--- config.mk ---
export PLATFORM = sky130hd
export DESIGN_NAME = gpc_top
export DESIGN_NICKNAME = d
export VERILOG_FILES = /design/src/core/gpc_pkg.sv /design/src/core/gpc_pin_event.sv /design/src/core/gpc_top.sv
export VERILOG_INCLUDE_DIRS = /design/src /design/src/core
export SDC_FILE = /design/constraint.sdc
export NUM_CORES = 1
export LEC_CHECK = 0
export BUFFER_PORTS_ARGS = -buffer_cell sky130_fd_sc_hd__buf_2
export CAP_MARGIN = 20
export CORE_MARGIN = 2
export CORE_UTILIZATION = 52
export DETAILED_ROUTE_END_ITERATION = 10
export PLACE_DENSITY = 0.77
export SLEW_MARGIN = 0
export SYNTH_ARGS = -nofsm -noshare
export SYNTH_HDL_FRONTEND = slang
export SYNTH_SLANG_ARGS = --single-unit
--- constraint.sdc ---
create_clock -name mclk -period 2.9 [get_ports mclk]
set_input_delay 0.58 -clock mclk [delete_from_list [all_inputs] [get_ports mclk]]
set_output_delay 0.58 -clock mclk [all_outputs]
set_load 0.05 [all_outputs]
--- src/core/gpc_consts.svh ---
// Register offsets, field positions and reset values of the pin control block
`ifndef GPC_CONSTS_SVH
`define GPC_CONSTS_SVH
`define GPC_ADDR_W 12
`define GPC_OFF_BANK0 12'h280
`define GPC_OFF_BANK1 12'h284
`define GPC_OFF_BANK2 12'h288
`define GPC_OFF_CTL_BASE 12'h000
`define GPC_OFF_CTL2_BASE 12'h100
`define GPC_NPINS 8
`define GPC_PIN_IDX_W 3
`define GPC_PIN_IDX_LSB 2
`define GPC_BANK0_MASK 32'h7fffffff
`define GPC_BANK1_MASK 32'h00ffffff
`define GPC_BANK2_MASK 32'h7fffffff
`define GPC_CTL_MASK 32'h000107ff
`define GPC_CTL2_MASK 32'h00000031
`define GPC_CTL_RST 32'h00000000
`define GPC_CTL2_RST 32'h00000000
`define GPC_CTL_PULL_LSB 0
`define GPC_CTL_PWR_LSB 2
`define GPC_CTL_DET_LSB 4
`define GPC_CTL_EDGE_BIT 7
`define GPC_CTL_OD_BIT 8
`define GPC_CTL_DIR_BIT 9
`define GPC_CTL_SRC_BIT 10
`define GPC_CTL_ALT_BIT 16
`define GPC_CTL2_SLEW_BIT 0
`define GPC_CTL2_DRV_LSB 4
`define GPC_NOPD_MASK 8'h00
`endif

--- src/core/gpc_pkg.sv ---
// Types shared by the pin control block
package gpc_pkg;
  typedef enum logic [1:0] {
    GPC_PULL_NONE = 2'b00,
    GPC_PULL_UP = 2'b01,
    GPC_PULL_DOWN = 2'b10,
    GPC_PULL_NONE2 = 2'b11
  } gpc_pull_t;
  typedef enum logic [1:0] {
    GPC_PWR_MAIN = 2'b00,
    GPC_PWR_SEC = 2'b01,
    GPC_PWR_RSV2 = 2'b10,
    GPC_PWR_RSV3 = 2'b11
  } gpc_pwr_t;
  typedef enum logic [3:0] {
    GPC_DET_LOW = 4'b0000,
    GPC_DET_HIGH = 4'b0001,
    GPC_DET_OFF = 4'b0100,
    GPC_DET_RISE = 4'b1101,
    GPC_DET_FALL = 4'b1110,
    GPC_DET_BOTH = 4'b1111
  } gpc_det_t;
endpackage

--- src/core/gpc_pin_event.sv ---
// Per-pin input synchroniser and level or edge event detector
`timescale 1ns/100ps
`include "gpc_consts.svh"
module gpc_pin_event (
  input wire logic mclk,
  input wire logic rstn,
  input wire logic pin_in,
  input wire logic [3:0] det_mode,
  output logic event_r,
  output logic edge_event_r
);
  logic sync1_r;
  logic sync2_r;
  logic prev_r;
  logic rise;
  logic fall;
  logic lvl_hit;
  logic edge_hit;
  logic event_nxt;

  // Edges are judged on the second synchroniser stage only
  assign rise = sync2_r & ~prev_r;
  assign fall = ~sync2_r & prev_r;
  assign lvl_hit = (det_mode == gpc_pkg::GPC_DET_LOW) ? ~sync2_r :
                   (det_mode == gpc_pkg::GPC_DET_HIGH) ? sync2_r : 1'b0;
  assign edge_hit = (det_mode == gpc_pkg::GPC_DET_RISE) ? rise :
                    (det_mode == gpc_pkg::GPC_DET_FALL) ? fall :
                    (det_mode == gpc_pkg::GPC_DET_BOTH) ? (rise | fall) : 1'b0;
  assign event_nxt = lvl_hit | edge_hit;

  // Two-flop synchroniser runs through reset: a cleared stage would fake a low
  // level and a rising edge on an idle high pin just after release
  always_ff @(posedge mclk)
  begin
    sync1_r <= pin_in;
    sync2_r <= sync1_r;
    prev_r <= sync2_r;
  end

  // Event registers
  always_ff @(posedge mclk)
  begin
    if (!rstn)
    begin
      event_r <= 1'b0;
      edge_event_r <= 1'b0;
    end
    else
    begin
      event_r <= event_nxt;
      edge_event_r <= edge_hit;
    end
  end
endmodule

--- src/core/gpc_top.sv ---
// Pin control, output data and event logic for a group of GPIO pins
// Summary of operation
// - Rail field 00: tristate when main rail bad
// - Rail field 01: tristate on secondary rail bad
// - Pull field: 01 up, 10 down, else none
// - Pins without pull-down ignore down selection
// - Level codes: 000 low, 001 high, 100 off
// - Edge codes: 101 rise, 110 fall, 111 both
// - Only enabled edge events wake oscillator
// - Detection configuration resets to low level
// - Any active pin event ungates module clock
// - Drive strength field picks 2 to 12mA
// - Slew bit: 0 slow, 1 fast, reset 0
// - Bank source drives written level on pin
// - Alternative source ignores bank bit writes
// - Alternative bit reads back written value
// - Unimplemented bank bits are reserved, read zero
// - Bit 10 selects bank or alternative data
// - Direction bit counts only for GPIO mux
// - Edge enable with code chooses event condition
//
// The address-and-strobe port was left to the implementer.
`timescale 1ns/100ps
`include "gpc_consts.svh"
module gpc_top (
  input wire logic mclk,
  input wire logic rstn,
  input wire logic [11:0] reg_addr,
  input wire logic [31:0] reg_wdata,
  input wire logic reg_wr,
  input wire logic reg_rd,
  output logic [31:0] reg_rdata,
  input wire logic main_rail_good,
  input wire logic secondary_rail_good,
  input wire logic [7:0] mux_is_gpio,
  input wire logic [7:0] func_out,
  input wire logic [7:0] func_oe,
  input wire logic [7:0] agg_int_en,
  input wire logic [7:0] pin_in,
  output logic [7:0] pin_out,
  output logic [7:0] pin_oe,
  output logic [7:0] pin_od,
  output logic [7:0] pull_up_en,
  output logic [7:0] pull_down_en,
  output logic [15:0] drive_sel,
  output logic [7:0] slew_fast,
  output logic [7:0] pin_event,
  output logic ring_wake,
  output logic module_clk_req
);
  // Bank storage: the first eight pins live in the low byte of bank 0
  logic [31:0] bank0_r;
  logic [31:0] bank1_r;
  logic [31:0] bank2_r;
  logic [31:0] ctl_r [`GPC_NPINS];
  logic [31:0] ctl2_r [`GPC_NPINS];
  logic [31:0] rdata_nxt;
  logic [31:0] reg_rdata_r;
  logic [7:0] ev_lvl;
  logic [7:0] ev_edge;
  logic [7:0] out_nxt;
  logic [7:0] oe_nxt;
  logic [7:0] pu_nxt;
  logic [7:0] pd_nxt;
  logic [7:0] od_nxt;
  logic [7:0] slew_nxt;
  logic [15:0] drv_nxt;
  logic [7:0] wake_term;
  logic [7:0] clk_term;
  logic [7:0] pin_out_r;
  logic [7:0] pin_oe_r;
  logic [7:0] pin_od_r;
  logic [7:0] pu_r;
  logic [7:0] pd_r;
  logic [15:0] drv_r;
  logic [7:0] slew_r;
  logic [7:0] event_r;
  logic wake_r;
  logic clkreq_r;

  // Address decode
  wire hit_b0 = (reg_addr == `GPC_OFF_BANK0);
  wire hit_b1 = (reg_addr == `GPC_OFF_BANK1);
  wire hit_b2 = (reg_addr == `GPC_OFF_BANK2);
  wire hit_ctl = ({reg_addr[11:5], 5'h00} == `GPC_OFF_CTL_BASE) && (reg_addr[1:0] == 2'b00);
  wire hit_ctl2 = ({reg_addr[11:5], 5'h00} == `GPC_OFF_CTL2_BASE) && (reg_addr[1:0] == 2'b00);
  wire [`GPC_PIN_IDX_W-1:0] pidx = reg_addr[`GPC_PIN_IDX_LSB +: `GPC_PIN_IDX_W];

  // Write enables; a write to any other address is dropped
  wire wr_b0 = reg_wr & hit_b0;
  wire wr_b1 = reg_wr & hit_b1;
  wire wr_b2 = reg_wr & hit_b2;
  wire wr_ctl = reg_wr & hit_ctl;
  wire wr_ctl2 = reg_wr & hit_ctl2;

  // Read sources; bank reads are masked here and control registers on write, so reserved bits always read zero
  wire [31:0] rd_b0 = bank0_r & `GPC_BANK0_MASK;
  wire [31:0] rd_b1 = bank1_r & `GPC_BANK1_MASK;
  wire [31:0] rd_b2 = bank2_r & `GPC_BANK2_MASK;
  wire [31:0] rd_ctl = ctl_r[pidx];
  wire [31:0] rd_ctl2 = ctl2_r[pidx];

  // Pins without a pull-down, held as a vector so it can be indexed per pin
  wire [7:0] nopd_mask = `GPC_NOPD_MASK;

  // Read mux; unmapped addresses read zero
  always_comb
  begin
    rdata_nxt = 32'h00000000;
    if (hit_b0)
      rdata_nxt = rd_b0;
    else if (hit_b1)
      rdata_nxt = rd_b1;
    else if (hit_b2)
      rdata_nxt = rd_b2;
    else if (hit_ctl)
      rdata_nxt = rd_ctl;
    else if (hit_ctl2)
      rdata_nxt = rd_ctl2;
  end

  // Bank 0; bits are stored even when the alternative source is chosen
  always_ff @(posedge mclk)
  begin
    if (!rstn)
      bank0_r <= 32'h00000000;
    else if (wr_b0)
      bank0_r <= reg_wdata & `GPC_BANK0_MASK;
  end

  // Bank 1 has no pins in this group, kept for software read-back
  always_ff @(posedge mclk)
  begin
    if (!rstn)
      bank1_r <= 32'h00000000;
    else if (wr_b1)
      bank1_r <= reg_wdata & `GPC_BANK1_MASK;
  end

  // Bank 2 has no pins in this group, kept for software read-back
  always_ff @(posedge mclk)
  begin
    if (!rstn)
      bank2_r <= 32'h00000000;
    else if (wr_b2)
      bank2_r <= reg_wdata & `GPC_BANK2_MASK;
  end

  // Read data register, valid the cycle after the strobe only
  always_ff @(posedge mclk)
  begin
    if (!rstn)
      reg_rdata_r <= 32'h00000000;
    else if (reg_rd)
      reg_rdata_r <= rdata_nxt;
    else
      reg_rdata_r <= 32'h00000000;
  end
  assign reg_rdata = reg_rdata_r;

  // Per-pin control registers, pad controls and event detectors
  genvar g;
  generate
    for (g = 0; g < `GPC_NPINS; g++)
    begin : g_pin
      wire [1:0] pull = ctl_r[g][`GPC_CTL_PULL_LSB +: 2];
      wire [1:0] pwr = ctl_r[g][`GPC_CTL_PWR_LSB +: 2];
      wire [3:0] det = {ctl_r[g][`GPC_CTL_EDGE_BIT], ctl_r[g][`GPC_CTL_DET_LSB +: 3]};
      wire src_bank = ctl_r[g][`GPC_CTL_SRC_BIT];
      wire gpio_dir = ctl_r[g][`GPC_CTL_DIR_BIT];
      wire alt_bit = ctl_r[g][`GPC_CTL_ALT_BIT];
      // Reserved rail codes keep the pad powered, treated as always good
      wire rail_ok = (pwr == gpc_pkg::GPC_PWR_MAIN) ? main_rail_good :
                     (pwr == gpc_pkg::GPC_PWR_SEC) ? secondary_rail_good : 1'b1;
      wire gpio_data = src_bank ? bank0_r[g] : alt_bit;
      wire dir_out = mux_is_gpio[g] ? gpio_dir : func_oe[g];
      // Reserved edge codes never pulse the detector, so this gate is safe for them
      wire is_edge = det[3] & (det != gpc_pkg::GPC_DET_OFF);

      always_ff @(posedge mclk)
      begin
        if (!rstn)
        begin
          ctl_r[g] <= `GPC_CTL_RST;
          ctl2_r[g] <= `GPC_CTL2_RST;
        end
        else if (wr_ctl && pidx == g)
          ctl_r[g] <= reg_wdata & `GPC_CTL_MASK;
        else if (wr_ctl2 && pidx == g)
          ctl2_r[g] <= reg_wdata & `GPC_CTL2_MASK;
      end

      // Pad data, enable and buffer type; open drain releases instead of driving high
      assign out_nxt[g] = mux_is_gpio[g] ? gpio_data : func_out[g];
      assign oe_nxt[g] = dir_out & rail_ok & ~(ctl_r[g][`GPC_CTL_OD_BIT] & out_nxt[g]);
      assign od_nxt[g] = ctl_r[g][`GPC_CTL_OD_BIT];

      // Pull, drive and slew
      assign pu_nxt[g] = (pull == gpc_pkg::GPC_PULL_UP);
      assign pd_nxt[g] = (pull == gpc_pkg::GPC_PULL_DOWN) & ~nopd_mask[g];
      assign drv_nxt[2*g +: 2] = ctl2_r[g][`GPC_CTL2_DRV_LSB +: 2];
      assign slew_nxt[g] = ctl2_r[g][`GPC_CTL2_SLEW_BIT];

      // Wake and clock request terms
      assign wake_term[g] = ev_edge[g] & is_edge & agg_int_en[g];
      assign clk_term[g] = ev_lvl[g];

      gpc_pin_event u_ev (
        .mclk(mclk),
        .rstn(rstn),
        .pin_in(pin_in[g]),
        .det_mode(det),
        .event_r(ev_lvl[g]),
        .edge_event_r(ev_edge[g])
      );
    end
  endgenerate

  // Pad data and enable, registered so the pads never see decode glitches
  always_ff @(posedge mclk)
  begin
    if (!rstn)
    begin
      pin_out_r <= 8'h00;
      pin_oe_r <= 8'h00;
    end
    else
    begin
      pin_out_r <= out_nxt;
      pin_oe_r <= oe_nxt;
    end
  end

  // Buffer type applies to every selected function, not only GPIO
  always_ff @(posedge mclk)
  begin
    if (!rstn)
      pin_od_r <= 8'h00;
    else
      pin_od_r <= od_nxt;
  end

  // Pull enables
  always_ff @(posedge mclk)
  begin
    if (!rstn)
    begin
      pu_r <= 8'h00;
      pd_r <= 8'h00;
    end
    else
    begin
      pu_r <= pu_nxt;
      pd_r <= pd_nxt;
    end
  end

  // Drive strength and slew rate
  always_ff @(posedge mclk)
  begin
    if (!rstn)
    begin
      drv_r <= 16'h0000;
      slew_r <= 8'h00;
    end
    else
    begin
      drv_r <= drv_nxt;
      slew_r <= slew_nxt;
    end
  end

  // Event, wake and clock request share one stage so they line up in time
  always_ff @(posedge mclk)
  begin
    if (!rstn)
    begin
      event_r <= 8'h00;
      wake_r <= 1'b0;
      clkreq_r <= 1'b0;
    end
    else
    begin
      event_r <= ev_lvl;
      wake_r <= |wake_term;
      clkreq_r <= |clk_term;
    end
  end

  assign pin_out = pin_out_r;
  assign pin_oe = pin_oe_r;
  assign pin_od = pin_od_r;
  assign pull_up_en = pu_r;
  assign pull_down_en = pd_r;
  assign drive_sel = drv_r;
  assign slew_fast = slew_r;
  assign pin_event = event_r;
  assign ring_wake = wake_r;
  assign module_clk_req = clkreq_r;
endmodule

# Yosys cells after proc, flatten, opt, wreduce, memory -nomap -nowiden
# Memory sizes are Yosys's and may differ from the RTL's. A register that Yosys moved wholly into a read port is not among the register bits.
# Index checks and enable logic that the tools add are counted.
# Widths: inputs -> output; s select.
[classes]
n_eq_ne = 75
n_mux = 158
bitwise = 127
reduce_logical = 49
[ops]
columns = ["operator", "count"]
rows = [
  ["$mux 1", 137],
  ["$eq 4x4->1 const B", 24],
  ["$mux 12", 8],
  ["$mux 31", 3],
  ["$and 1x1->1", 69],
  ["$mux 32", 2],
  ["$eq 12x10->1 const B", 3],
  ["$eq 2x1->1 const B", 16],
  ["$eq 4x1->1 const B", 8],
  ["$logic_not 4->1", 8],
  ["$ne 4x3->1 const B", 8],
  ["$or 1x1->1", 32],
  ["$not 1->1", 26],
  ["$mux 3", 8],
  ["$logic_and 1x1->1", 18],
  ["$logic_not 2->1", 9],
  ["$eq 2x2->1 const B", 8],
  ["$reduce_or 8->1", 2],
  ["$eq 3x3->1 const B", 4],
  ["$logic_not 1->1", 8],
  ["$eq 7x4->1 const B", 1],
  ["$logic_not 7->1", 1],
  ["$eq 3x2->1 const B", 2],
  ["$reduce_or 5->1", 1],
  ["3 further kinds", 3],
]
[word_totals]
ff_bits = 208
ram_bits = 120
inputBits = 90
output_inout_bits = 106
word_cells = 464
mem_count = 2
[mem_list]
columns = ["name", "words", "word_bits", "read_ports", "rd_clocked_by_memory_dff", "write_ports", "line", "text"]
rows = [
  ["ctl_r", 8, 12, 9, 0, 8, "gpc_top.sv:55", "logic [31:0] ctl_r [`GPC_NPINS];"],
  ["ctl2_r", 8, 3, 9, 8, 8, "gpc_top.sv:56", "logic [31:0] ctl2_r [`GPC_NPINS];"],
]

# Depth between registers and ports, before layout
[logic_depth]
depth_word = 9
depth_mapped = 8

# Hierarchy
# From an unflattened synthesis, not the netlist that was laid out.
[hier_totals]
cells_unflattened = 1322
area_unflattened_um2 = 14087.3
[by_module_without_submodules]
columns = ["mod", "instances", "cells_each", "area_each_um2"]
rows = [
  ["gpc_top", 1, 1178, 12595.8],
  ["gpc_pin_event", 8, 18, 186.4],
]

# Worst setup path after synthesis
# Ideal clock, no wire load.
[synth_timing]
path_kind = "input-to-reg"
startpoint = "in reg_addr[10]"
endpoint = "mem ctl_r[3][0] (netlist name) (enable)"
setup_ns = 0.417
arrival_time_ns = 2.605
t_required_ns = 2.483
path_slack_ns = -0.121
cell_stages = 3
cell_sequence = "nor4_4 > nand3_1 > o41ai_1"
[synth_lines]
columns = ["element", "line", "text"]
rows = [
  ["from (decl)", "gpc_top.sv:28", "input wire logic [11:0] reg_addr,"],
  ["to (decl)", "gpc_top.sv:55", ""],
]

==> results.txt <==
outcome - finished, final reports clean
initial core utilization - 52.5%
Leakage - 6.44 nW
clock sinks - 351
syn avg cell area - 10.9 um2
Slowest cell on crit path - or3_1
die area - 0.0292 mm2
Main synth FF type - dfxtp_1
Peak VDD IR - 0.000345 V
layout cell share with drive strength beyond 1 - 23.8%
Final period util - 74.6%
Post-layout nets - 1,606
Resized Gates After CTS - 0
dpl hpwl - 26,400 um
HP Class - in2reg
DRC violations left - 0
Synth Register Bits - 351
post-synth top area cell - dfxtp_1
H-tree depth - 2
number of instances in the placed design - 1,840
fmax - 0.462 GHz
Post-CTS Hold Fix Bufs - 0
vias in the first global route - 10.9k
Synth area leaders - dfxtp_1, edfxtp_1, and2_1
Final Total Pwr - 10.7 mW
root buffer cell - clkbuf_16
Placer Congestion - 0.849
RSZ-0062 raised after global routing - no
final hold violations - 0
max_slew headroom - 35.6%
Clock transition at path regs - 0.06 ns
Rows - 61
Routed WL - 39,400 um
max_cap viols - 0
Finished Layout Cells - 1,907
Area Overhead vs Synth - 17.7%
DRT Pass-1 Iters - 5
largest net degree at the start of global routing - 60
Port Buffers - 193
worst slew pin tran - 0.962 ns
Synth async-reset ratio - 0%
critical path fanouts, max - 5
Syn. warnings - 0
Worst-Skew Late Latency - 0.52 ns
final setup fails - 0
clock buffer depth - 3
mapped cell area - 0.0145 mm2
gr ovfl total - 0
initial antenna violation count - 3
Iter 0 DRT Violations - 1,369
crit path launch type - primary input
most common cell after layout, fill and taps aside - dfxtp_1
setup TNS - 0 ns
Synth top area share - 32.0%
number of buffers added for setup after CTS - 0
most frequent cells in the layout - dfxtp_1, buf_2, and2_1
vias per cell - 5.94
critical path type - in2reg
Syn Nets - 1,435
Mapped Cells - 1,329
Power Dens Cells - 630 mW/mm2
Die Y - 171 um
CTS tree - done
crit-path cells - buf_2, nor4_4, nand3_1, or3_1, o21ai_0
Worst Path Required - 3.04 ns
minimum clock period - 2.16 ns
WP data arrival - 2.31 ns
number of synthesized flops with an enable pin - 120
total CTS buffers - 36
core area - 0.0276 mm2
Top Ports - 196
sequential area share after synthesis - 56.9%
vias post-DR - 11.3k
Critical Path Max Stage Delay - 0.47 ns
Overall Global Routing Usage - 26.9%
Netlist cell types - 59
critical path capture point type - flip-flop
ANT nets after route - 0
Slew Limit Fails - 0
Post-Route Skew - 0.0215 ns
first-pass GRT wire length - 60,800 um
Die X - 171 um
WL/cell - 20.7 um
-- stage by stage --
step                util, %  setup WS (ns)  hold slack [ns]  instance area, um2
floorplan                 -         0.0517            0.310               14500
global placement       57.5          0.328            0.313               15900
detailed placement     57.5          0.303            0.314               15900
CTS                    61.7          0.827            0.148               17000
global route           61.7          0.684            0.148               17000
finish                 61.8          0.736            0.163               17000
-- logic make-up (layout without fill, tap and decap cells) --
logic type | after synthesis | in the layout | share of synthesized area [%]
xor+xnor | 8 | 8 | 0.484
mux | 65 | 65 | 7.22
fa+ha+maj | 16 | 16 | 1.38
compound gates | 319 | 319 | 13.0
simple gates | 436 | 436 | 17.1
buf+inv | 133 | 329 | 3.87
flops | 351 | 351 | 56.9
other cells | 1 | 5 | 0.0259
-- registers in the layout (all words and copies together) (netlist names), 16 cells and up --
signal	count
reg_rdata	31
bank0_r	31
ctl2_r	24
bank2_r	31
drive_sel	16
ctl_r	96
bank1_r	24
-- metal layers --
layer	track usage [%]	part of all wire, %	up-vias
met5	0	0.033	-
li1	-	-	5126
met4	9.18	3.6	2
met3	4.77	9.6	105
met1	35.4	38	5413
met2	45.0	49	691
-- final cells by class --
| cell class | instances | area [um2] |
|---|---|---|
| Tap cell | 378 | 473 |
| Clock buffer | 57 | 1110 |
| Multi-Input combinational cell | 845 | 5690 |
| Timing Repair Buffer | 242 | 1370 |
| Inverter | 24 | 90.1 |
| Antenna cell | 4 | 10.0 |
| Sequential cell | 351 | 8230 |
| Clock inverter | 6 | 37.5 |
| Fill cell | 2171 | 10500 |
-- worst paths after layout --
kind	from	endpoint	slack, ns	cells past startpoint
max	reg_addr[10]	ctl2_r[7][2]	0.74	5
min	pin_in[6]	g_pin[6].u_ev.sync1_r	0.16	1
max reg2reg	ctl_r[6][7]	reg_rdata[7]	1.11	4
min reg2reg	g_pin[3].u_ev.sync1_r	g_pin[3].u_ev.sync2_r	0.32	0
-- worst max-delay path: cells and delay by family --
family / cells / cell delay, ns
AO/OA/AOI/OAI: 1 / 0.44
buffers and inverters: 1 / 0.12
AND/OR/NAND/NOR: 3 / 1.16
-- synthesized netlist by cell type (all sizes together), types with 8 or more instances --
library cell / number
dfxtp: 231
and2: 155
a21oi: 125
edfxtp: 120
o21ai: 109
nand3: 94
clkbuf: 77
nor2: 51
nand2: 38
buf: 32
a22oi: 30
mux4: 30
inv: 23
nor2b: 23
mux2i: 21
nor4: 21
a211oi: 16
ha: 16
mux2: 14
nor3b: 10
a2111oi: 9
o2bb2ai: 8
xor2: 8
-- power by group --
| group | total [mW] | internal, mW | switching [mW] |
|---|---|---|---|
| logic | 0.894 | 0.294 | 0.600 |
| registers | 5.35 | 5.24 | 0.104 |
| clock network | 4.48 | 2.64 | 1.84 |
Power figures use the tool's default switching activity.
